File: config.mk
export PLATFORM = sky130hd
export DESIGN_NAME = ttw_walk
export DESIGN_NICKNAME = d
export VERILOG_FILES = /design/src/rtl/ttw_pkg.sv /design/src/rtl/ttw_walk.sv /design/src/rtl/ttw_index.sv /design/src/rtl/ttw_irq.sv
export VERILOG_INCLUDE_DIRS = /design/src /design/src/rtl
export SDC_FILE = /design/constraint.sdc
export NUM_CORES = 2
export LEC_CHECK = 0
export BUFFER_PORTS_ARGS = -buffer_cell sky130_fd_sc_hd__buf_2
export CORE_ASPECT_RATIO = 0.9
export CORE_UTILIZATION = 60
export CTS_BUF_LIST = sky130_fd_sc_hd__clkbuf_4 sky130_fd_sc_hd__clkbuf_8
export CTS_CLUSTER_SIZE = 14
export DETAILED_ROUTE_END_ITERATION = 10
export GPL_ROUTABILITY_DRIVEN = 0
export PLACE_DENSITY = 0.79
export SETUP_SLACK_MARGIN = 0.2
export SLEW_MARGIN = 20
export SYNTH_ARGS = -nofsm -noshare
export SYNTH_HDL_FRONTEND = slang
export SYNTH_HIERARCHICAL = 1
export SYNTH_SLANG_ARGS = --single-unit
export TNS_END_PERCENT = 50
File: constraint.sdc
create_clock -name mclk -period 12.4 [get_ports mclk]
set_input_delay 2.48 -clock mclk [delete_from_list [all_inputs] [get_ports mclk]]
set_output_delay 2.48 -clock mclk [all_outputs]
set_load 0.02 [all_outputs]
File: src/rtl/ttw_map.svh
`ifndef TTW_MAP_SVH
`define TTW_MAP_SVH

// Register byte offsets on the APB window
`define TTW_A_CTRL 8'h00
`define TTW_A_WIDTHS 8'h04
`define TTW_A_ROOT 8'h08
`define TTW_A_ROOTLIM 8'h0c
`define TTW_A_STATUS 8'h10
`define TTW_A_MASK 8'h14
`define TTW_A_FVADDR 8'h18
`define TTW_A_WSTATE 8'h1c

// Control register fields
`define TTW_CTRL_EN 0
`define TTW_CTRL_FCL 1
`define TTW_CTRL_SH_LSB 4
`define TTW_CTRL_LV_LSB 8
`define TTW_CTRL_W 11
`define TTW_CTRL_RST 11'h000

// Level count limit and index field width per level
`define TTW_MAX_LEVELS 3'h5
`define TTW_WIDTHS_W 20
`define TTW_LIM_W 15

// Descriptor type codes, flag bits, long-format limit fields
`define TTW_DT_INV 2'h0
`define TTW_DT_PAGE 2'h1
`define TTW_DT_TSHORT 2'h2
`define TTW_DT_TLONG 2'h3
`define TTW_D_USED 3
`define TTW_D_MOD 4
`define TTW_D_LU 31
`define TTW_D_LIM_LSB 16

// Status bit positions
`define TTW_ST_FILL 0
`define TTW_ST_FAULT 1
`define TTW_NEV 2

`endif

File: src/rtl/ttw_pkg.sv
package ttw_pkg;
  // Walk sequencer states
  typedef enum logic [2:0] {
    ST_IDLE = 3'b000,
    ST_ISSUE = 3'b001,
    ST_RD0 = 3'b010,
    ST_RD1 = 3'b011,
    ST_DECIDE = 3'b100,
    ST_UPD = 3'b101,
    ST_FILL = 3'b110,
    ST_FAULT = 3'b111
  } ttw_state_e;

  // Fault causes
  typedef enum logic [1:0] {
    FC_NONE = 2'b00,
    FC_INVALID = 2'b01,
    FC_LIMIT = 2'b10,
    FC_INDIRECT = 2'b11
  } ttw_cause_e;
endpackage

File: src/rtl/ttw_walk.sv
// Operation
// - Tree depth zero to five, six via indirection
// - Zero levels: root terminates, limit check only
// - Initial shift drops top bits, never checked
// - Function-code table has no size limit
// - Table descriptor limit bounds next index
// - Page in pointer table ends walk early
// - Early-termination limit shrinks mapped block
// - One cache entry per page on access
// - Table entry in page table is indirect
// - Access sets used flag in final descriptor
// - Write also sets modified flag
// - Invalid recognised from type bits only
// - Table bases aligned to sixteen bytes
`timescale 1ns/1ps
`default_nettype none
`include "ttw_map.svh"
module ttw_walk
  import ttw_pkg::*;
#(
  parameter int LV = 5
) (
  // Clock and reset
  input wire logic mclk,
  input wire logic srst,
  // APB slave
  input wire logic psel,
  input wire logic penable,
  input wire logic pwrite,
  input wire logic [7:0] paddr,
  input wire logic [31:0] pwdata,
  output logic [31:0] prdata,
  output logic pready,
  output logic pslverr,
  // Core walk request
  input wire logic walk_req,
  input wire logic [31:0] walk_vaddr,
  input wire logic walk_write,
  input wire logic [2:0] walk_fc,
  output logic walk_busy,
  output logic walk_fault,
  // Translation cache fill
  output logic cache_fill_valid,
  output logic [31:0] cache_fill_vpage,
  output logic [31:0] cache_fill_ppage,
  // Descriptor memory
  output logic mem_req,
  output logic mem_we,
  output logic [31:0] mem_addr,
  output logic [31:0] mem_wdata,
  input wire logic mem_ack,
  input wire logic [31:0] mem_rdata,
  // Interrupt
  output logic irq
);
  // Configuration registers
  logic [`TTW_CTRL_W-1:0] ctrl_q; // Translation control
  logic [`TTW_WIDTHS_W-1:0] widths_q; // Index widths per level
  logic [31:0] root_q; // Root table base
  logic [`TTW_LIM_W-1:0] rlim_q; // Root limit
  logic rlu_q; // Root limit is lower bound
  // APB answer flops
  logic pready_q;
  logic pslverr_q;
  logic [31:0] prdata_q;
  // Walk state
  ttw_state_e st_q;
  ttw_cause_e cause_q;
  logic [31:0] va_q; // Address under walk
  logic wr_q; // Access is a write
  logic [2:0] fc_q; // Access function code
  logic [31:0] base_q; // Current table base
  logic long_q; // Current entries are long
  logic [`TTW_LIM_W-1:0] lim_q; // Current table limit
  logic lu_q; // Limit is lower bound
  logic limv_q; // Limit applies
  logic fcp_q; // Next table indexed by function code
  logic indir_q; // Following an indirect pointer
  logic [2:0] cons_q; // Address levels consumed
  logic [31:0] ea_q; // Descriptor address
  logic [31:0] w0_q; // Descriptor first word
  logic [31:0] w1_q; // Descriptor second word
  logic [31:0] pa_q; // Translated address
  logic [31:0] fva_q; // Last faulting address
  // Output flops
  logic busy_q;
  logic fault_q;
  logic fill_q;
  logic [31:0] vpage_q;
  logic [31:0] ppage_q;
  logic mem_req_q;
  logic mem_we_q;
  logic [31:0] mem_addr_q;
  logic [31:0] mem_wdata_q;
  // Interrupt block state
  logic [`TTW_NEV-1:0] status_w;
  logic [`TTW_NEV-1:0] mask_w;
  logic irq_w;

  // Control fields
  wire en_w = ctrl_q[`TTW_CTRL_EN];
  wire fcl_w = ctrl_q[`TTW_CTRL_FCL];
  wire [3:0] shift_w = ctrl_q[`TTW_CTRL_SH_LSB +: 4];
  wire [2:0] lv_w = ctrl_q[`TTW_CTRL_LV_LSB +: 3];

  // APB decode
  wire apb_setup = psel & penable & ~pready_q;
  wire apb_wr = psel & penable & pready_q & pwrite;
  wire hit_ctrl = paddr == `TTW_A_CTRL;
  wire hit_wid = paddr == `TTW_A_WIDTHS;
  wire hit_root = paddr == `TTW_A_ROOT;
  wire hit_rlim = paddr == `TTW_A_ROOTLIM;
  wire hit_stat = paddr == `TTW_A_STATUS;
  wire hit_mask = paddr == `TTW_A_MASK;
  wire hit_fva = paddr == `TTW_A_FVADDR;
  wire hit_wst = paddr == `TTW_A_WSTATE;
  wire hit_any = hit_ctrl | hit_wid | hit_root | hit_rlim | hit_stat | hit_mask | hit_fva | hit_wst;
  wire [2:0] lv_wr = (pwdata[`TTW_CTRL_LV_LSB +: 3] > `TTW_MAX_LEVELS) ? `TTW_MAX_LEVELS
                     : pwdata[`TTW_CTRL_LV_LSB +: 3];
  wire [31:0] wst_w = {22'h0, cause_q, 1'b0, cons_q, 1'b0, st_q};
  wire [31:0] rd_mux = hit_ctrl ? {21'h0, ctrl_q}
                     : hit_wid ? {12'h0, widths_q}
                     : hit_root ? root_q
                     : hit_rlim ? {rlu_q, 16'h0, rlim_q}
                     : hit_stat ? {30'h0, status_w}
                     : hit_mask ? {30'h0, mask_w}
                     : hit_fva ? fva_q
                     : hit_wst ? wst_w : 32'h0;

  // APB answer: one wait state, then pready with data
  always_ff @(posedge mclk) begin
    if (srst) begin
      pready_q <= 1'b0;
      pslverr_q <= 1'b0;
      prdata_q <= 32'h0;
    end else begin
      pready_q <= apb_setup;
      pslverr_q <= apb_setup & ~hit_any;
      prdata_q <= apb_setup ? rd_mux : 32'h0;
    end
  end

  // Configuration writes
  always_ff @(posedge mclk) begin
    if (srst) begin
      ctrl_q <= `TTW_CTRL_RST;
      widths_q <= '0;
      root_q <= 32'h0;
      rlim_q <= '0;
      rlu_q <= 1'b0;
    end else begin
      if (apb_wr && hit_ctrl) begin
        ctrl_q <= {lv_wr, pwdata[7:0]};
      end
      if (apb_wr && hit_wid) begin
        widths_q <= pwdata[`TTW_WIDTHS_W-1:0];
      end
      if (apb_wr && hit_root) begin
        root_q <= {pwdata[31:4], 4'h0};
      end
      if (apb_wr && hit_rlim) begin
        rlu_q <= pwdata[31];
        rlim_q <= pwdata[`TTW_LIM_W-1:0];
      end
    end
  end

  // Index and masks for the level about to be used
  logic [14:0] idx_w;
  logic [31:0] offs_w;
  logic [31:0] pmask_w;
  ttw_index #(.LV(LV)) u_index (
    .vaddr(va_q),
    .shift(shift_w),
    .widths(widths_q),
    .nsel(cons_q),
    .nlev(lv_w),
    .idx(idx_w),
    .offs_mask(offs_w),
    .page_mask(pmask_w)
  );

  // Table entry address, function-code tables ignore limits
  wire [14:0] ent_idx = fcp_q ? {12'h0, fc_q} : idx_w;
  wire [31:0] ent_off = long_q ? {14'h0, ent_idx, 3'h0} : {15'h0, ent_idx, 2'h0};
  wire [31:0] ent_addr = base_q + ent_off;
  wire tbl_lim_bad = limv_q & ~fcp_q & (lu_q ? (idx_w < lim_q) : (idx_w > lim_q));
  // Zero-level tree terminates at the root pointer
  wire root_term = (cons_q == lv_w) & ~fcp_q;
  wire [31:0] root_pa = root_q + (va_q & offs_w);
  wire root_bad = rlu_q ? (root_pa[31:17] < rlim_q) : (root_pa[31:17] > rlim_q);

  // Descriptor decode
  wire [1:0] dt = w0_q[1:0];
  wire last = (cons_q == lv_w);
  wire [31:0] nb = long_q ? w1_q : w0_q;
  wire [31:0] tbl_base = {nb[31:4], 4'h0};
  wire [31:0] ind_addr = dt[0] ? {nb[31:3], 3'h0} : {nb[31:2], 2'h0};
  wire [`TTW_LIM_W-1:0] d_lim = w0_q[`TTW_D_LIM_LSB +: `TTW_LIM_W];
  wire d_lu = w0_q[`TTW_D_LU];
  wire et_bad = long_q & (d_lu ? (idx_w < d_lim) : (idx_w > d_lim));
  wire [31:0] page_pa = {nb[31:8], 8'h0} + (va_q & offs_w);
  wire need_upd = ~w0_q[`TTW_D_USED] | (wr_q & ~w0_q[`TTW_D_MOD]);
  wire [31:0] upd_word = w0_q | (32'h1 << `TTW_D_USED) | (wr_q ? (32'h1 << `TTW_D_MOD) : 32'h0);
  wire start = (st_q == ST_IDLE) & walk_req & en_w;

  // Walk sequencer
  always_ff @(posedge mclk) begin
    if (srst) begin
      st_q <= ST_IDLE;
      cause_q <= FC_NONE;
      {va_q, wr_q, fc_q, base_q, long_q, lim_q, lu_q, limv_q} <= '0;
      {fcp_q, indir_q, cons_q, ea_q, w0_q, w1_q, pa_q, fva_q} <= '0;
      {mem_req_q, mem_we_q, mem_addr_q, mem_wdata_q, busy_q} <= '0;
    end else begin
      case (st_q)
        // Latch request, begin at the root
        ST_IDLE: begin
          if (start) begin
            va_q <= walk_vaddr;
            wr_q <= walk_write;
            fc_q <= walk_fc;
            base_q <= root_q;
            long_q <= 1'b1;
            lim_q <= rlim_q;
            lu_q <= rlu_q;
            limv_q <= 1'b1;
            fcp_q <= fcl_w;
            indir_q <= 1'b0;
            cons_q <= 3'h0;
            busy_q <= 1'b1;
            st_q <= ST_ISSUE;
          end
        end
        // Check the index and fetch the entry
        ST_ISSUE: begin
          if (root_term) begin
            pa_q <= root_pa;
            cause_q <= root_bad ? FC_LIMIT : cause_q;
            st_q <= root_bad ? ST_FAULT : ST_FILL;
          end else if (tbl_lim_bad) begin
            cause_q <= FC_LIMIT;
            st_q <= ST_FAULT;
          end else begin
            ea_q <= ent_addr;
            mem_addr_q <= ent_addr;
            mem_we_q <= 1'b0;
            mem_req_q <= 1'b1;
            cons_q <= fcp_q ? cons_q : cons_q + 3'h1;
            fcp_q <= 1'b0;
            st_q <= ST_RD0;
          end
        end
        // First descriptor word
        ST_RD0: begin
          if (mem_ack) begin
            w0_q <= mem_rdata;
            if (long_q) begin
              mem_addr_q <= ea_q + 32'h4;
              st_q <= ST_RD1;
            end else begin
              mem_req_q <= 1'b0;
              st_q <= ST_DECIDE;
            end
          end
        end
        // Second word of a long descriptor
        ST_RD1: begin
          if (mem_ack) begin
            w1_q <= mem_rdata;
            mem_req_q <= 1'b0;
            st_q <= ST_DECIDE;
          end
        end
        // Act on the descriptor type
        ST_DECIDE: begin
          case (dt)
            `TTW_DT_INV: begin
              cause_q <= FC_INVALID;
              st_q <= ST_FAULT;
            end
            `TTW_DT_PAGE: begin
              if (!indir_q && !last && et_bad) begin
                cause_q <= FC_LIMIT;
                st_q <= ST_FAULT;
              end else begin
                pa_q <= page_pa;
                if (need_upd) begin
                  mem_addr_q <= ea_q;
                  mem_wdata_q <= upd_word;
                  mem_we_q <= 1'b1;
                  mem_req_q <= 1'b1;
                  st_q <= ST_UPD;
                end else begin
                  st_q <= ST_FILL;
                end
              end
            end
            default: begin
              if (indir_q) begin
                cause_q <= FC_INDIRECT;
                st_q <= ST_FAULT;
              end else if (last) begin
                indir_q <= 1'b1;
                long_q <= dt[0];
                ea_q <= ind_addr;
                mem_addr_q <= ind_addr;
                mem_we_q <= 1'b0;
                mem_req_q <= 1'b1;
                st_q <= ST_RD0;
              end else begin
                base_q <= tbl_base;
                long_q <= dt[0];
                limv_q <= long_q;
                lim_q <= d_lim;
                lu_q <= d_lu;
                st_q <= ST_ISSUE;
              end
            end
          endcase
        end
        // Write back used and modified flags
        ST_UPD: begin
          if (mem_ack) begin
            mem_req_q <= 1'b0;
            mem_we_q <= 1'b0;
            st_q <= ST_FILL;
          end
        end
        // Hand one page to the cache
        ST_FILL: begin
          busy_q <= 1'b0;
          st_q <= ST_IDLE;
        end
        // Report and drop the walk
        ST_FAULT: begin
          fva_q <= va_q;
          busy_q <= 1'b0;
          st_q <= ST_IDLE;
        end
        default: begin
          st_q <= ST_IDLE;
        end
      endcase
    end
  end

  // Result pulses, one page per fill
  always_ff @(posedge mclk) begin
    if (srst) begin
      fill_q <= 1'b0;
      fault_q <= 1'b0;
      vpage_q <= 32'h0;
      ppage_q <= 32'h0;
    end else begin
      fill_q <= st_q == ST_FILL;
      fault_q <= st_q == ST_FAULT;
      vpage_q <= (st_q == ST_FILL) ? (va_q & ~pmask_w) : vpage_q;
      ppage_q <= (st_q == ST_FILL) ? (pa_q & ~pmask_w) : ppage_q;
    end
  end

  // Sticky events and interrupt
  ttw_irq #(.N(`TTW_NEV)) u_irq (
    .mclk(mclk),
    .srst(srst),
    .ev_set({fault_q, fill_q}),
    .clr_we(apb_wr & hit_stat),
    .mask_we(apb_wr & hit_mask),
    .wdata(pwdata[`TTW_NEV-1:0]),
    .status_q(status_w),
    .mask_q(mask_w),
    .irq_q(irq_w)
  );

  // Port drive
  assign prdata = prdata_q;
  assign pready = pready_q;
  assign pslverr = pslverr_q;
  assign walk_busy = busy_q;
  assign walk_fault = fault_q;
  assign cache_fill_valid = fill_q;
  assign cache_fill_vpage = vpage_q;
  assign cache_fill_ppage = ppage_q;
  assign mem_req = mem_req_q;
  assign mem_we = mem_we_q;
  assign mem_addr = mem_addr_q;
  assign mem_wdata = mem_wdata_q;
  assign irq = irq_w;
endmodule
`default_nettype wire

File: src/rtl/ttw_index.sv
`timescale 1ns/1ps
`default_nettype none
module ttw_index
  import ttw_pkg::*;
#(
  parameter int LV = 5
) (
  // Address and layout
  input wire logic [31:0] vaddr,
  input wire logic [3:0] shift,
  input wire logic [4*LV-1:0] widths,
  // Level selects
  input wire logic [2:0] nsel,
  input wire logic [2:0] nlev,
  // Results
  output logic [14:0] idx,
  output logic [31:0] offs_mask,
  output logic [31:0] page_mask
);
  // Bits consumed above each level, initial shift first
  wire [6:0] cum [0:LV+1];
  assign cum[0] = {3'h0, shift};
  for (genvar g = 0; g < LV; g++) begin : g_cum
    assign cum[g+1] = cum[g] + {3'h0, widths[4*g +: 4]};
  end
  assign cum[LV+1] = cum[LV];

  // Window of the selected level
  wire [6:0] c_lo = cum[nsel];
  wire [6:0] c_hi = cum[nsel + 3'h1];
  wire [6:0] c_pg = cum[nlev];
  wire [6:0] wn = c_hi - c_lo;
  wire [6:0] rsh = 7'd32 - c_hi;
  wire [31:0] raw = vaddr >> rsh;
  wire [14:0] wmask = (15'h1 << wn) - 15'h1;

  // Upper shifted-out bits fall outside every mask and are never checked
  assign idx = (c_hi > 7'd32) ? 15'h0 : (raw[14:0] & wmask);
  assign offs_mask = (c_lo >= 7'd32) ? 32'h0 : ~(32'hffff_ffff << (7'd32 - c_lo));
  assign page_mask = (c_pg >= 7'd32) ? 32'h0 : ~(32'hffff_ffff << (7'd32 - c_pg));
endmodule
`default_nettype wire

File: src/rtl/ttw_irq.sv
`timescale 1ns/1ps
`default_nettype none
module ttw_irq
  import ttw_pkg::*;
#(
  parameter int N = 2
) (
  // Clock and reset
  input wire logic mclk,
  input wire logic srst,
  // Events and software access
  input wire logic [N-1:0] ev_set,
  input wire logic clr_we,
  input wire logic mask_we,
  input wire logic [N-1:0] wdata,
  // State
  output logic [N-1:0] status_q,
  output logic [N-1:0] mask_q,
  output logic irq_q
);
  // Sticky status, write one to clear, a new event wins
  always_ff @(posedge mclk) begin
    if (srst) begin
      status_q <= '0;
      mask_q <= '0;
      irq_q <= 1'b0;
    end else begin
      status_q <= (status_q & ~(clr_we ? wdata : '0)) | ev_set;
      if (mask_we) begin
        mask_q <= wdata;
      end
      irq_q <= |(status_q & mask_q);
    end
  end
endmodule
`default_nettype wire

; ---- After elaboration in Yosys (flattened, before gate mapping)
; Index checks and enable logic that the tools add are counted.
[word_totals]
inputBits = 115
register_bits = 503
ramBits = 0
mem_bits_ro = 0
out_inout_bits = 168
latchBits = 0
n_memories = 0
wordCells = 320
[classes]
n_lt_le_gt_ge = 13
n_mux = 120
div_mod_pow = 0
multipliers = 0
eq_ne = 42
add_sub_neg = 15
bitwise = 44
shift = 4
reduce_logical = 42
[ops]
columns = operator, count
row1 = $mux 32, 24
row2 = $pmux 32 s2, 4
row3 = $and 32x32->32, 3
row4 = $not 32->32, 3
row5 = $pmux 32 s3, 1
row6 = $mux 15, 6
row7 = $add 32x32->32, 2
row8 = $shl 32x7->32 const A, 2
row9 = $bmux 7 s3, 3
row10 = $gt 15x15->1, 3
row11 = $lt 15x15->1, 3
row12 = $mux 3, 14
row13 = $mux 7, 6
row14 = $ne 2x2->1 const B, 17
row15 = $add 32x18->32, 1
row16 = $add 32x3->32 const B, 1
row17 = $eq 8x5->1 const B, 4
row18 = $mux 1, 32
row19 = $or 32x5->32, 1
row20 = $shr 32x7->15, 1
row21 = $pmux 15 s2, 1
row22 = $add 7x4->7, 4
row23 = $ne 3x3->1 const B, 7
row24 = $pmux 3 s7, 1
row25 = 57 further kinds, 136

; ---- Longest topological paths before layout
[depth]
word_depth = 20
ltp_mapped = 51
depth_no_buf = 48

; ---- By module
; Netlist, hierarchy kept.
[modules_own_cells]
columns = module, cells_per_inst, area_each_um2, instances
row1 = ttw_walk, 3171, 24922.7, 1
row2 = ttw_index, 799, 5779.3, 1
row3 = ttw_irq, 17, 171.4, 1

; ---- Worst setup path after synthesis
; No wires, ideal clock.
[synth_path]
path_kind = register -> register
startpoint = register ctrl_q[4]
endpoint = register ea_q[26]
period_less_slack_ps = 10233
arrival_time_ps = 10163
t_required_ps = 12330
slack_ps = 2167
path_stages_with_launch = 44
cell_sequence = dfxtp_1 > ha_1 > fa_1 > fa_1 > fa_1 > inv_1 > fa_1 > xor2_1 > inv_1 > ha_1 > nor2b_1 > o21ai_0 > and2_0 > nor2_1 > a211o_1 > buf_2 > and2_1 > inv_1 > (+8 left out) > or3_1 > ha_1 > buf_1 > o211a_1 > or4_1 > a221oi_2 > mux2i_1 > nor2_1 > ha_1 > a21o_1 > a21o_1 > a211oi_1 > a21oi_1 > o21ai_1 > nor3_1 > xnor2_1 > a211o_1 > a21oi_1
[synth_via]
elab_chain_cells = 19
elab_cells_between_ends = 31
classes_between = add/sub (9) / order compare (3) / eq/ne (1) / shift (2) / mux (13) / bitwise (2) / reduce/logical (1)
[synth_rtl]
columns = item, line
row1 = start: declaration, ttw_walk.sv:57  ; logic [`TTW_CTRL_W-1:0] ctrl_q;
row2 = start signal: assignment, ttw_walk.sv:146  ; ctrl_q <= `TTW_CTRL_RST;
row3 = start signal: assignment, ttw_walk.sv:153  ; ctrl_q <= {lv_wr, pwdata[7:0]};
row4 = $add 4x4->5, ttw_index.sv:24  ; assign cum[g+1] = cum[g] + {3'h0, widths[4*g +: 4]};
row5 = $add 7x4->7 (4 in a row), ttw_index.sv:24
row6 = "$bmux 7 s3, on equally long branches", "ttw_index.sv:30, ttw_index.sv:29"
row7 = "$mux 7, on equally long branches (2 in a row)", "ttw_index.sv:30, ttw_index.sv:29"
row8 = $sub 7x7->7, ttw_index.sv:32  ; wire [6:0] wn = c_hi - c_lo;
row9 = $shl 1x7->15, ttw_index.sv:35  ; wire [14:0] wmask = (15'h1 << wn) - 15'h1;
row10 = $sub 15x1->15, ttw_index.sv:35
row11 = $and 15x15->15, ttw_index.sv:38  ; assign idx = (c_hi > 7'd32) ? 15'h0 : (raw[14:0] & wmask);
row12 = $mux 15 (*), ttw_index.sv:38
row13 = via idx_w[10], ttw_walk.sv:169  ; logic [14:0] idx_w;
row14 = $mux 15, ttw_walk.sv:184  ; wire [14:0] ent_idx = fcp_q ? {12'h0, fc_q} : idx_w;
row15 = $mux 18, ttw_walk.sv:185  ; wire [31:0] ent_off = long_q ? {14'h0, ent_idx, 3'h0} : {15'h0, ent_idx, 2'h0};
row16 = $add 32x18->32, ttw_walk.sv:186  ; wire [31:0] ent_addr = base_q + ent_off;
row17 = $mux 32, ttw_walk.sv:241  ; end else if (tbl_lim_bad) begin
row18 = $mux 32, ttw_walk.sv:237  ; if (root_term) begin
row19 = $pmux 32 s2, ttw_walk.sv:216  ; case (st_q)
row20 = end signal: assignment, ttw_walk.sv:245  ; ea_q <= ent_addr;
row21 = end signal: assignment, ttw_walk.sv:306  ; ea_q <= ind_addr;
row22 = end: declaration, ttw_walk.sv:80  ; logic [31:0] ea_q;
; The timed path passes the listed nets; every way through them passes the cells marked *. The select of a mux whose other input is x is not followed.
; A chain may end at the register's enable or synchronous reset.

; ---- Final worst setup path
[layout_path]
startpoint = register ctrl_q[4]
endpoint = register cause_q[0]
[layout_via]
elab_cells_between_ends = 42
classes_between = add/sub (10) / order compare (8) / eq/ne (3) / shift (3) / mux (11) / bitwise (5) / reduce/logical (2)
[layout_rtl]
columns = item, line
row1 = $add 4x4->5, ttw_index.sv:24
row2 = $add 7x4->7 (4 in a row), ttw_index.sv:24
row3 = $bmux 7 s3 (*), ttw_index.sv:29  ; wire [6:0] c_lo = cum[nsel];
row4 = $mux 7 (not written as such) (*) (2 in a row), ttw_index.sv:29
row5 = $sub 6x7->7, ttw_index.sv:39  ; assign offs_mask = (c_lo >= 7'd32) ? 32'h0 : ~(32'hffff_ffff << (7'd32 - c_lo));
row6 = $shl 32x7->32, ttw_index.sv:39
row7 = $not 32->32, ttw_index.sv:39
row8 = $mux 32 (*), ttw_index.sv:39
row9 = via offs_w[9], ttw_walk.sv:170  ; logic [31:0] offs_w;
row10 = $and 32x32->32 (*), ttw_walk.sv:190  ; wire [31:0] root_pa = root_q + (va_q & offs_w);
row11 = $add 32x32->32 (*), ttw_walk.sv:190
row12 = $gt 15x15->1 or $lt 15x15->1 (tied branches), ttw_walk.sv:191  ; wire root_bad = rlu_q ? (root_pa[31:17] < rlim_q) : (root_pa[31:17] > rlim_q);
row13 = $mux 1 (*), ttw_walk.sv:191
row14 = $ne 3x3->1 (no source line) (*), -
row15 = $reduce_and 5->1 (no source line) (*), -
row16 = end signal: assignment, ttw_walk.sv:239  ; cause_q <= root_bad ? FC_LIMIT : cause_q;
row17 = end: declaration, ttw_walk.sv:68  ; ttw_cause_e cause_q;
; Marks and branches as above.

==> reports/metrics.cfg <==
[timing]
drv_slew=0
timing_worst_slew_pin_value_ns=1.206
setup_viol_count_final=0
hold_viol_final=0
period_minus_slack_ns=11.56
rsz0062_at_grt=false
fin_crit_sh=0.9324
finalClockSkew_ns=0.02503
relSlewSlack=0.1961
fin_setup_tns_ns=0
fmax_mhz=86.49

[power]
switchingPower_uw=784.6
powerDensity_nw_per_um2=97.49
pwr-share-comb=0.021
ir_drop_uv=115.8
p_sw_frac=0.2314
p_leak_nw=13.97
p_int_mw=2.607
clkPwrFrac=0.512
p_seq_frac=0.467

[synthesis]
synth.ff_latch_count=493
synthCells=3987
syn-cell-area_sq_um=30870
synth_cell_types=112
yosys_most_used_dff=dfxtp_1
ys_async_sr_fraction=0
postSynthAreaPerCell_sq_um=7.744
synth_edf_count=0
synth_warnings=6
yosysSeqAreaShare=0.3197

[routing]
drcViolationCount=0
via_count=32540
routed_wl_microns=117800
drt_first_iter_violations=5009
first_pass_iters=8
ant_nets=0
drt-vias-per-instance=6.634
wl_per_cell_microns=24.01

[global_routing]
grt_pass1_vias=29280
grt_pass1_wl_microns=175300
grt_max_degree=182
antenna_found_initial=6
grtUsageTotal=0.4391
grt_overflow=0

[floorplanning]
die_area_sq_um=52370
initial_core_util=0.6107
die-width_microns=241.1
row_count=78
core_region_area_sq_um=50550
top_level_ports=283
die_h_microns=217.2

[placement]
dp.cells=4751
numPortBuffers=280
dp_hpwl_microns=85790

[finish]
area_growth_pct=12.66
layout_common_cells=nand2_1, dfxtp_1, a21oi_1
fin_nets=4409
multiInputGateArea_sq_um=19710
final_common_cell=nand2_1
fill_cells=4215
fin_cells=4904
utilization=0.6881
final-seq-area_sq_um=9871
drive_above_1_share=0.1483

[clocking]
post_cts_resized=0
clk_latency_ns=0.73
path_clk_slew_ns=0.07
clock-sinks=493
cts-root-buf=clkbuf_8
postCtsSetupBuffers=0
numCtsBuffers=82
htreeDepth=3
cts_tree=done
cts.hold.buffers_added=0
cts_buffer_depth=3

[setup_path]
cpMaxStageDelayCell=a2111oi_2
required_ns=13.01
path_max_fanout=7
max_stage_delay_ns=0.70
crit_arrival_ns=12.18
endpoint_kind=flop
worstSetupStartpointType=flop
path_class=reg2reg
cp_common_cell=ha_1

[flow_run]
drv_cap=0

[outcome]
status=finished clean

[min_path]
hold_path.class=reg2reg

-- cell type report --
| type | instances | share of cell area |
|---|---|---|
| clock inverters | 24 | 0.01054 |
| flip-flops and latches | 493 | 0.2838 |
| multi-input cells | 3111 | 0.5668 |
| well taps | 680 | 0.02446 |
| repair buffers | 335 | 0.05281 |
| diodes | 4 | 0.0002878 |
| clock buffers | 125 | 0.04712 |
| inverters | 132 | 0.01424 |
-- per-stage QoR --
step | worst slack [ns] | hold WS (ns) | power, mW | area, sq um
finish | 0.8382 | 0.4469 | 3.391 | 34780
CTS | 0.3766 | 0.4479 | 3.383 | 34650
floorplan | 2.167 | 0.4303 | 1.652 | 30880
global route | 0.2146 | 0.4643 | 3.464 | 34780
detailed placement | 0.4600 | 0.4362 | 1.687 | 32650
global placement | 0.9383 | 0.4391 | 1.688 | 32650
-- metal layers --
metal / track usage / wire [microns] / up-vias
met3: 0.1873 / 18910 / 547
li1: - / - / 14640
met2: 0.6072 / 46410 / 2367
met5: 0 / 53 / -
met1: 0.5726 / 44890 / 14980
met4: 0.2350 / 7493 / 8
-- power by group through the flow --
stage	Sequential (mW)	Combinational [mW]	Clock, mW
finish	1.58	0.0704	1.74
global route	1.58	0.0738	1.81
CTS	1.58	0.0678	1.73
detailed placement	1.62	0.0675	0
global placement	1.62	0.0679	0
floorplan	1.62	0.0310	0
-- worst paths after layout --
| path | start | endpoint | slack, ns | depth (start not counted) |
|---|---|---|---|---|
| worst max-delay path | ctrl_q[4]$_SDFFE_PP0P_ | cause_q[0]$_SDFFE_PP0P_ | 0.84 | 41 |
| worst min-delay path | mem_wdata[0]$_SDFFE_PP0P_ | mem_wdata[0]$_SDFFE_PP0P_ | 0.45 | 2 |
| worst max register to register | ctrl_q[4]$_SDFFE_PP0P_ | cause_q[0]$_SDFFE_PP0P_ | 0.84 | 41 |
| worst min register to register | mem_wdata[0]$_SDFFE_PP0P_ | mem_wdata[0]$_SDFFE_PP0P_ | 0.45 | 2 |
-- synth_stat cells (12+ instances only) --
cell | instances | area share
a211oi_1 | 74 | 0.018
a21o_1 | 68 | 0.017
a21oi_1 | 423 | 0.069
a221oi_1 | 42 | 0.012
a22o_1 | 70 | 0.020
a22oi_1 | 27 | 0.0066
a311oi_1 | 40 | 0.011
a31oi_1 | 42 | 0.0085
and2_1 | 48 | 0.0097
and3_1 | 41 | 0.0083
buf_1 | 13 | 0.0016
buf_2 | 23 | 0.0037
clkbuf_1 | 208 | 0.025
dfxtp_1 | 493 | 0.32
ha_1 | 130 | 0.053
inv_1 | 129 | 0.016
mux2_2 | 13 | 0.0047
mux2i_1 | 115 | 0.037
mux4_2 | 33 | 0.024
nand2_1 | 703 | 0.085
nand2b_1 | 28 | 0.0057
nand3_1 | 82 | 0.013
nand4_1 | 33 | 0.0067
nor2_1 | 388 | 0.047
nor2b_1 | 26 | 0.0053
nor3_1 | 100 | 0.016
nor4_1 | 13 | 0.0026
o211a_1 | 12 | 0.0039
o211ai_1 | 37 | 0.0090
o21a_1 | 19 | 0.0046
o21ai_0 | 124 | 0.020
o21ai_1 | 19 | 0.0031
o21bai_1 | 13 | 0.0032
o221ai_1 | 16 | 0.0045
o22ai_1 | 19 | 0.0038
xnor2_1 | 71 | 0.020
xor2_1 | 44 | 0.012
-- registers in the layout, indices dropped and copies added (netlist names), 3 cells and up --
register / cells
base_q: 28
cache_fill_ppage: 32
cache_fill_vpage: 32
cons_q: 3
ctrl_q: 11
ea_q: 30
fc_q: 3
fva_q: 32
lim_q: 15
mem_addr: 30
mem_wdata: 32
pa_q: 32
prdata: 32
rlim_q: 15
root_q: 28
st_q: 3
va_q: 32
w0_q: 32
w1_q: 30
widths_q: 20
-- cells by family (layout without fill, tap and decap cells) --
logic type / Yosys count / count (layout) / share of synthesized area
multiplexers: 163 / 163 / 0.06699
XOR/XNOR: 123 / 123 / 0.03741
flip-flops: 493 / 493 / 0.3197
buffers and inverters: 384 / 616 / 0.04896
AND/OR/NAND/NOR: 1524 / 1524 / 0.2160
AO/OA/AOI/OAI: 1149 / 1149 / 0.2486
other: 1 / 6 / 0.0001215
adder cells (fa/ha/maj): 150 / 150 / 0.06225
-- critical path, delay by kind of cell, from the launching register on --
family	cells	cell delay, ns
AOI/OAI and AO/OA	17	4.23
and+or+nand+nor	6	1.22
adders and majority gates	8	2.92
muxes	2	0.60
DFF	1	0.36
buffers and inverters	3	0.23
xor gates and xnor gates	5	1.83
No activity file was read; power rests on OpenSTA's default activity.
